### config.mk
export PLATFORM = sky130hd
export DESIGN_NAME = ssc_regs
export DESIGN_NICKNAME = d
export VERILOG_FILES = /design/src/ssc_pkg.sv /design/src/ssc_regs.sv
export SDC_FILE = /design/constraint.sdc
export NUM_CORES = 1
export LEC_CHECK = 0
export BUFFER_PORTS_ARGS = -buffer_cell sky130_fd_sc_hd__buf_2
export CORE_MARGIN = 2
export CORE_UTILIZATION = 53
export CTS_CLUSTER_DIAMETER = 100
export DETAILED_ROUTE_END_ITERATION = 8
export PLACE_DENSITY = 0.81
export RECOVER_POWER = 25
export SLEW_MARGIN = 20
export SYNTH_ARGS = -nofsm -noshare
export SYNTH_HDL_FRONTEND = slang
export SYNTH_SLANG_ARGS = --single-unit
### constraint.sdc
create_clock -name SYS_CLK -period 2.3 [get_ports SYS_CLK]
set_input_delay 0.23 -clock SYS_CLK [delete_from_list [all_inputs] [get_ports SYS_CLK]]
set_output_delay 0.23 -clock SYS_CLK [all_outputs]
set_load 0.02 [all_outputs]
### src/ssc_pkg.sv
package ssc_pkg;
    localparam int ADDR_W = 15;
    localparam logic [14:0] ADDR_SYSREF_CTRL = 15'h0120;
    localparam logic [14:0] ADDR_EVENT_COUNT = 15'h012a;
    localparam logic [14:0] ADDR_SYNC_MODE = 15'h01ff;
    localparam logic [14:0] ADDR_APP_MODE = 15'h0200;
    localparam logic [14:0] ADDR_DECIM = 15'h0201;
    localparam int CTRL_CNT_CLR_BIT = 6;
    localparam int CTRL_CAP_LO = 1;
    localparam int CTRL_CAP_HI = 2;
    localparam int SYNC_MODE_BIT = 0;
    localparam int Q_IGNORE_BIT = 5;
    localparam logic [7:0] SYNC_MODE_MASK = 8'h01;
    localparam logic [7:0] APP_MODE_MASK = 8'hef;
    localparam logic [7:0] DECIM_MASK = 8'h0f;
    localparam logic [7:0] RESET_VALUE = 8'h00;
    localparam logic [3:0] APP_FULL_BW = 4'h0;
    localparam logic [3:0] APP_ONE_PATH = 4'h1;
    localparam logic [3:0] APP_TWO_PATH = 4'h2;
    localparam logic [3:0] APP_FOUR_PATH = 4'h3;
    localparam logic [3:0] DECIM_BY_1 = 4'h0;
    localparam logic [3:0] DECIM_BY_2 = 4'h1;
endpackage : ssc_pkg

### src/ssc_regs.sv
// Function
// - Eight-bit count of captured SYSREF events, readable
// - Control bit 6 at 0x120 clears count
// - Count wraps from 255 to zero
// - Mode 0: SYSREF resets all clock dividers
// - Mode 0: divider phase change drops link
// - Mode 1: dividers, link, monitor left alone
// - Mode 1: tag coincident sample in output word
// - Bit 5 selects real-only output
// - Application mode selects path set
// - Decimation code 0 bypasses, 1 halves
module ssc_regs
    import ssc_pkg::*;
(
    // Clock and reset
    input wire logic SYS_CLK,
    input wire logic RESETN,
    // Register port
    input wire logic REG_WR,
    input wire logic [ADDR_W-1:0] REG_ADDR,
    input wire logic [7:0] REG_WDATA,
    output logic [7:0] REG_RDATA,
    // SYSREF capture and divider status, from the sample path
    input wire logic SYSREF_CAPTURED,
    input wire logic DIVIDER_PHASE_OFF,
    // Controls to the converter path
    output logic DIVIDER_RESET,
    output logic LINK_DOWN,
    output logic SAMPLE_TAG,
    output logic REAL_ONLY,
    output logic [3:0] PATH_ENABLE,
    output logic DOWNCONVERTERS_BYPASSED,
    output logic DECIMATE_BY_TWO,
    output logic [3:0] DECIMATION_CODE
);
    logic [2:0] cap_sync;
    logic [2:0] phase_sync;
    logic [7:0] sysref_ctrl;
    logic [7:0] event_count;
    logic [7:0] sync_mode_select;
    logic [7:0] application_mode;
    logic [7:0] decimation_ratio_select;
    logic [7:0] next_sysref_ctrl;
    logic [7:0] next_event_count;
    logic [7:0] next_sync_mode_select;
    logic [7:0] next_application_mode;
    logic [7:0] next_decimation_ratio_select;
    logic cap_event;
    logic cap_seen;
    logic next_cap_seen;
    logic [7:0] next_rdata;
    logic next_div_reset;
    logic next_link_down;
    logic next_tag;
    logic next_real_only;
    logic [3:0] next_path_enable;
    logic [3:0] next_decim_code;
    logic next_bypassed;
    logic next_by_two;

    function automatic logic wr_hit(input logic [ADDR_W-1:0] a);
        wr_hit = REG_WR && (REG_ADDR == a);
    endfunction : wr_hit

    // One enable per path: first, second, third, fourth downconverter
    function automatic logic [3:0] path_set(input logic [3:0] mode);
        case (mode)
            APP_FULL_BW: path_set = 4'h0;
            APP_ONE_PATH: path_set = 4'h1;
            APP_TWO_PATH: path_set = 4'h3;
            APP_FOUR_PATH: path_set = 4'hf;
            default: path_set = 4'h0;
        endcase
    endfunction : path_set

    // Three-stage sync; event counted once stages two and three agree
    always_ff @(posedge SYS_CLK) begin
        if (!RESETN) begin
            cap_sync <= 3'h0;
            phase_sync <= 3'h0;
        end else begin
            cap_sync <= {cap_sync[1:0], SYSREF_CAPTURED};
            phase_sync <= {phase_sync[1:0], DIVIDER_PHASE_OFF};
        end
    end

    // Capture edge and running event count
    always_comb begin
        next_cap_seen = cap_seen;
        next_event_count = event_count;
        if (cap_sync[2] == cap_sync[1]) begin
            next_cap_seen = cap_sync[2];
        end
        cap_event = (cap_sync[2] == cap_sync[1]) && cap_sync[2] && !cap_seen;
        if (sysref_ctrl[CTRL_CNT_CLR_BIT]) begin
            next_event_count = RESET_VALUE;
        end else if (cap_event) begin
            next_event_count = event_count + 8'h01;
        end
    end

    // Register writes; reserved bits are masked off, except in SYSREF control, which takes all eight bits
    always_comb begin
        next_sysref_ctrl = sysref_ctrl;
        next_sync_mode_select = sync_mode_select;
        next_application_mode = application_mode;
        next_decimation_ratio_select = decimation_ratio_select;
        if (wr_hit(ADDR_SYSREF_CTRL)) begin
            next_sysref_ctrl = REG_WDATA;
        end
        if (wr_hit(ADDR_SYNC_MODE)) begin
            next_sync_mode_select = REG_WDATA & SYNC_MODE_MASK;
        end
        if (wr_hit(ADDR_APP_MODE)) begin
            next_application_mode = REG_WDATA & APP_MODE_MASK;
        end
        if (wr_hit(ADDR_DECIM)) begin
            next_decimation_ratio_select = REG_WDATA & DECIM_MASK;
        end
    end

    // Link and divider actions per sync mode
    always_comb begin
        next_div_reset = 1'b0;
        next_link_down = LINK_DOWN;
        next_tag = 1'b0;
        // A drop seen in the same cycle wins over the clear by software
        if (wr_hit(ADDR_SYNC_MODE)) begin
            next_link_down = 1'b0;
        end
        if (sync_mode_select[SYNC_MODE_BIT]) begin
            next_tag = cap_event;
        end else begin
            next_div_reset = cap_event;
            if (cap_event && phase_sync[2] && phase_sync[1]) begin
                next_link_down = 1'b1;
            end
        end
    end

    always_comb begin
        case (REG_ADDR)
            ADDR_SYSREF_CTRL: next_rdata = sysref_ctrl;
            ADDR_EVENT_COUNT: next_rdata = event_count;
            ADDR_SYNC_MODE: next_rdata = sync_mode_select;
            ADDR_APP_MODE: next_rdata = application_mode;
            ADDR_DECIM: next_rdata = decimation_ratio_select;
            default: next_rdata = RESET_VALUE;
        endcase
    end

    // Register file
    always_ff @(posedge SYS_CLK) begin
        if (!RESETN) begin
            sysref_ctrl <= RESET_VALUE;
            sync_mode_select <= RESET_VALUE;
            application_mode <= RESET_VALUE;
            decimation_ratio_select <= RESET_VALUE;
        end else begin
            sysref_ctrl <= next_sysref_ctrl;
            sync_mode_select <= next_sync_mode_select;
            application_mode <= next_application_mode;
            decimation_ratio_select <= next_decimation_ratio_select;
        end
    end

    // Event counter and capture edge state
    always_ff @(posedge SYS_CLK) begin
        if (!RESETN) begin
            event_count <= RESET_VALUE;
            cap_seen <= 1'b0;
        end else begin
            event_count <= next_event_count;
            cap_seen <= next_cap_seen;
        end
    end

    // Divider, link and tag actions
    always_ff @(posedge SYS_CLK) begin
        if (!RESETN) begin
            DIVIDER_RESET <= 1'b0;
            LINK_DOWN <= 1'b0;
            SAMPLE_TAG <= 1'b0;
        end else begin
            DIVIDER_RESET <= next_div_reset;
            LINK_DOWN <= next_link_down;
            SAMPLE_TAG <= next_tag;
        end
    end

    // Read data
    always_ff @(posedge SYS_CLK) begin
        if (!RESETN) begin
            REG_RDATA <= RESET_VALUE;
        end else begin
            REG_RDATA <= next_rdata;
        end
    end

    // Datapath configuration, registered from the next register values
    always_comb begin
        next_real_only = next_application_mode[Q_IGNORE_BIT];
        next_path_enable = path_set(next_application_mode[3:0]);
        next_decim_code = next_decimation_ratio_select[3:0];
        next_bypassed = next_decim_code == DECIM_BY_1;
        next_by_two = next_decim_code == DECIM_BY_2;
    end

    always_ff @(posedge SYS_CLK) begin
        if (!RESETN) begin
            REAL_ONLY <= 1'b0;
            PATH_ENABLE <= '0;
            DECIMATION_CODE <= DECIM_BY_1;
            DOWNCONVERTERS_BYPASSED <= 1'b1;
            DECIMATE_BY_TWO <= 1'b0;
        end else begin
            REAL_ONLY <= next_real_only;
            PATH_ENABLE <= next_path_enable;
            DECIMATION_CODE <= next_decim_code;
            DOWNCONVERTERS_BYPASSED <= next_bypassed;
            DECIMATE_BY_TWO <= next_by_two;
        end
    end
endmodule : ssc_regs

After elaboration in Yosys (flattened, before gate mapping)
Cells that the tools add are included.
{ "word_totals": {"input_bits": 28, "reg_bits": 53} }
{ "classes": {"n_mux": 7, "bitwise": 1, "n_reduce_logical": 13, "n_addsub": 1, "eq_ne": 10} }
{ "ops": {"columns": ["operator", "n"], "rows": [
  ["15-bit by 9-bit == test with 1-bit output (second input constant)", 3],
  ["8-bit one-hot mux with 5 select lines", 1],
  ["15-bit by 10-bit == test with 1-bit output (second input constant)", 2],
  ["4-bit one-hot mux with 3 select lines", 1],
  ["8-bit by 1-bit adder with 8-bit output (second input constant)", 1],
  ["4-bit by 1-bit == test with 1-bit output (second input constant)", 2],
  ["4-bit by 2-bit == test with 1-bit output (second input constant)", 2],
  ["1-bit logical AND", 8],
  ["6-bit two-way mux", 1],
  ["4-bit zero test", 1],
  ["4-bit two-way mux", 1],
  ["2-bit OR reduction", 2],
  ["1-bit two-way mux", 3],
  ["2-bit AND reduction", 1],
  ["1-bit == test", 1],
  ["1-bit zero test", 1],
  ["1-bit NOT", 1]
]} }

Depth between registers and ports, before layout
{ "depth": {"depth_word": 7, "mapped_depth": 7} }

Least setup slack after synthesis
Ideal clock, no wire load.
{ "synth_timing": {"kind": "input-to-reg", "start": "in REG_ADDR[10]", "end": "reg DECIMATE_BY_TWO", "arrival_time_ns": 2.016, "required_ns": 2.230, "setup_slack_ns": 0.214, "stages": 6, "path_cell_list": "or4_4 buf_6 or4_1 buf_2 or3_1 a21oi_1"} }
{ "synth_between": {"elab_chain_len": 4} }
{ "synth_lines": {"columns": ["element", "line", "rtl"], "rows": [
  ["start: declaration", "ssc_regs.sv:20", "input wire logic [ADDR_W-1:0] REG_ADDR,"],
  ["15-bit by 10-bit == test with 1-bit output", "ssc_regs.sv:62", "wr_hit = REG_WR && (REG_ADDR == a);"],
  ["1-bit logical AND", "ssc_regs.sv:62", null],
  ["4-bit two-way mux", "ssc_regs.sv:117", "if (wr_hit(ADDR_DECIM)) begin"],
  ["4-bit by 1-bit == test with 1-bit output", "ssc_regs.sv:206", "next_by_two = next_decim_code == DECIM_BY_2;"],
  ["end signal: assignment", "ssc_regs.sv:221", "DECIMATE_BY_TWO <= next_by_two;"],
  ["end: declaration", "ssc_regs.sv:33", "output logic DECIMATE_BY_TWO,"]
]} }
No other way between the ends.
A chain may end at the register's enable or synchronous reset.

Worst setup path in the final report
{ "layout_timing": {"start": "in REG_ADDR[10]", "end": "reg DOWNCONVERTERS_BYPASSED"} }
{ "layout_between": {"elab_chain_len": 4} }
{ "layout_lines": {"columns": ["element", "line", "rtl"], "rows": [
  ["15-bit by 10-bit == test with 1-bit output", "ssc_regs.sv:62", null],
  ["1-bit logical AND", "ssc_regs.sv:62", null],
  ["4-bit two-way mux", "ssc_regs.sv:117", null],
  ["4-bit zero test", "ssc_regs.sv:205", "next_bypassed = next_decim_code == DECIM_BY_1;"],
  ["end signal: assignment", "ssc_regs.sv:220", "DOWNCONVERTERS_BYPASSED <= next_bypassed;"],
  ["end: declaration", "ssc_regs.sv:32", "output logic DOWNCONVERTERS_BYPASSED,"]
]} }
No other way between the ends.

==> results_dict.tcl <==
set metrics [dict create \
    power.total_mw 1.62 \
    cellLeakagePower_nw 0.946 \
    clock_tree_sinks 51 \
    synth_top_cell_by_area "dfxtp_1" \
    grt-ovfl-total 0 \
    path_depth 6 \
    finClkSkew_ns 0.0110 \
    grt_usage 0.239 \
    finalCriticalPeriod_ns 1.84 \
    numPortBuffers 49 \
    ys_seq_area_frac 0.456 \
    cts_buffers 5 \
    clock_tree.buffer_depth 2 \
    cts.hold.buffers_added 0 \
    synth-async-reset-ratio 0 \
    num_antenna_cells 0 \
    finalSetupTns_ns 0 \
    rsz0062_at_grt "no" \
    clock_tree_from_tritoncts "built" \
    via_count_of_the_first_global_routing_pass 1772 \
    fp.dieW_um 69.0 \
    worst_setup_hold_path_clk_slew_ns 0.09 \
    grt_first_pass_wirelength_mm 8.52 \
    layout.filler_cells 338 \
    critical_path.endpoint_type "flop" \
    proportion_of_layout_cells_with_a_drive_suffix_above_1 0.207 \
    crit_type "in -> reg" \
    cts_post_setup_buffers_inserted 0 \
    design.core.area_um2 4030 \
    dp.cells 336 \
    ioPinCount 50 \
    cell_variety_after_synth 44 \
    wl_mm 5.19 \
    post-synth-top-count-cell "dfxtp_1" \
    routed.top_layer "met4" \
    synth_largest_type_area_fraction 0.456 \
    count_of_cells_along_the_worst_hold_path 2 \
    synth_area_um2 2240 \
    synthTopCellsByCount "dfxtp_1 (51), o21ai_0 (22), a21oi_1 (21), nand4_1 (18), nand3_1 (17)" \
    post-dp-hpwl_mm 3.69 \
    final-hold-violation-count 0 \
    setup.worst_path.start_class "input pin" \
    post_synth_main_area_contributors "dfxtp_1 (46%), nand4_1 (5.0%), o21ai_0 (4.9%), a21oi_1 (4.7%), nand3_1 (3.8%)" \
    max_slew_margin 0.386 \
    fp.dieArea_um2 4760 \
    antenna_found_initial 0 \
    critical_path_buf_inv_count 2 \
    drt_pass1_iterations 4 \
    largest_delay_contributor_family_on_the_critical_path "simple AND/OR/NAND/NOR gates" \
    pin_count_of_the_biggest_net_entering_global_routing 31 \
    count_of_flip_flops_with_a_built_in_enable_after_synthesis 0 \
    fin_crit_sh 0.801 \
    worst_slew_pin_slew_ns 0.919 \
    detailed_place.area_um2 2520 \
    post-route-drc-count 0 \
    htreeDepth 2 \
    via_per_inst 6.08 \
    worstRegToRegCells 6 \
    route.antenna.remaining_nets 0 \
    rd_place_congestion 0.883 \
    worst_skew_pair.late_latency_ns 0.31 \
    met1_length_mm 2.33 \
    starting_density_of_the_core 0.555 \
    clock_tree.root_cell "clkbuf_8" \
    yosysWarningCount 0 \
    drv.max_cap_violation_count 0 \
    final_area_um2 2630 \
    top_ff_cell_synth "dfxtp_1" \
    power_per_cell_area_nw_per_um2 616 \
    area_growth_syn_to_layout_pct 17.3 \
    wire_per_inst_um 15.1 \
    holdCritPathClass "in -> reg" \
    drt_iter0_drc 257 \
    vdd_drop_max_v 0.000389 \
    via_count 2093 \
    mean_post_synth_cell_area_um2 8.98 \
    finalSetupViolations 0 \
    ys_ff_latch 51 \
    ordered_list_of_cells_on_the_worst_path "buf_2 > or4_4 > or4_1 > buf_4 > o21ai_0 > nand3_1" \
    floorplan.die.height_um 69.0 \
    maxClockFrequency_mhz 542 \
    final_std_cells_w_o_fill 344 \
    largest_fanout_on_the_critical_path 9 \
    routed-wl-met2_mm 2.42 \
    timing.critical_path.slowest_cell_delay_ns 0.61 \
    timing.critical_path.required_ns 2.45 \
    detailroute.wirelength.met3_um 368 \
    syn_nets 279 \
    cts_resized 0 \
    slowest_stage "or4_4" \
    maxSlewViolCount 0 \
    rows 23 \
    syn_inst 249 \
    number_of_nets_in_the_layout 323 \
    result_of_the_run "finished, final reports clean" \
    crit_arrival_ns 1.99 \
    rrSetupSlack_ns 1.01 \
]
==> cell families after synthesis <==
logic type | Yosys count | share of synthesized area
AO/OA/AOI/OAI | 69 | 0.191
XOR/XNOR | 7 | 0.0274
adder cells (fa/ha/maj) | 2 | 0.0112
buffers and inverters | 25 | 0.0487
flip-flops | 51 | 0.456
multiplexers | 4 | 0.0179
AND/OR/NAND/NOR | 91 | 0.248
==> final timing paths <==
path                     start                      end
max               REG_ADDR[10]  DOWNCONVERTERS_BYPASSED
min          DIVIDER_PHASE_OFF            phase_sync[0]
max reg2reg        cap_sync[1]           event_count[7]
min reg2reg        cap_sync[0]              cap_sync[1]
==> layer usage <==
metal | up-vias | GRT usage
met5 | - | 0
met4 | 0 | 0.0809
met3 | 9 | 0.0487
met2 | 88 | 0.374
met1 | 974 | 0.328
li1 | 1022 | -
==> cell type report <==
class	instances	area [um^2]	area share
Multi-Input combinational cell	173	1110	0.424
Sequential cell	51	1020	0.389
Timing Repair Buffer	58	297	0.113
Clock buffer	5	68.8	0.0262
Tap cell	50	62.6	0.0238
Clock inverter	3	47.5	0.0181
Inverter	4	15.0	0.00572
==> report_power, final <==
| group | internal [mW] | switching, mW | total, mW |
|---|---|---|---|
| registers | 0.887 | 0.00144 | 0.888 |
| clock network | 0.330 | 0.311 | 0.641 |
| logic | 0.0297 | 0.0589 | 0.0886 |
==> cells in the final DEF, fill, tap and decap left out, types with 2 or more instances in the layout <==
cell type,Yosys,routed
nor4_1,2,2
or4_1,3,3
dfxtp_1,51,51
nor2_1,16,16
nand4_1,18,18
a211oi_1,6,6
nand2_1,7,7
or3_1,2,2
buf_2,3,36
o211ai_1,3,3
nor4_2,3,3
o21ai_0,22,22
xor2_1,5,5
a32oi_1,7,7
inv_1,4,4
and2_1,6,4
a21oi_1,21,21
buf_4,1,9
or4bb_1,2,2
nand3_1,17,17
clkbuf_8,0,5
xnor2_1,2,2
mux2i_1,4,4
clkbuf_1,13,13
a22oi_1,4,4
nor3_1,3,3
ha_1,2,2
and2_0,0,2
and3_1,3,3
==> worst reg2reg max path: stages, from the launching register on <==
cell     delay (ns)
dfxtp_1        0.32
ha_1           0.18
nor2b_1        0.12
buf_4          0.17
and4_1         0.21
xnor2_1        0.13
nor2_1         0.05
==> stage by stage <==
step           hold slack, ns  setup WS [ns]   util
2_1_floorplan           0.357          0.214      -
6_report                0.125          0.457  0.652
3_3_place_gp            0.415          0.188  0.627
3_5_place_dp            0.423          0.148  0.627
5_1_grt                 0.117          0.391  0.652
4_1_cts                 0.117          0.470  0.656
==> flip-flops by register name, indices dropped and copies added, names as in the netlist, 3 cells and up <==
| name | count |
|---|---|
| REG_RDATA | 8 |
| event_count | 8 |
| sysref_ctrl | 8 |
| application_mode | 7 |
| DECIMATION_CODE | 4 |
| PATH_ENABLE | 3 |
| cap_sync | 3 |
| phase_sync | 3 |
No activity file was read; power rests on OpenSTA's default activity.
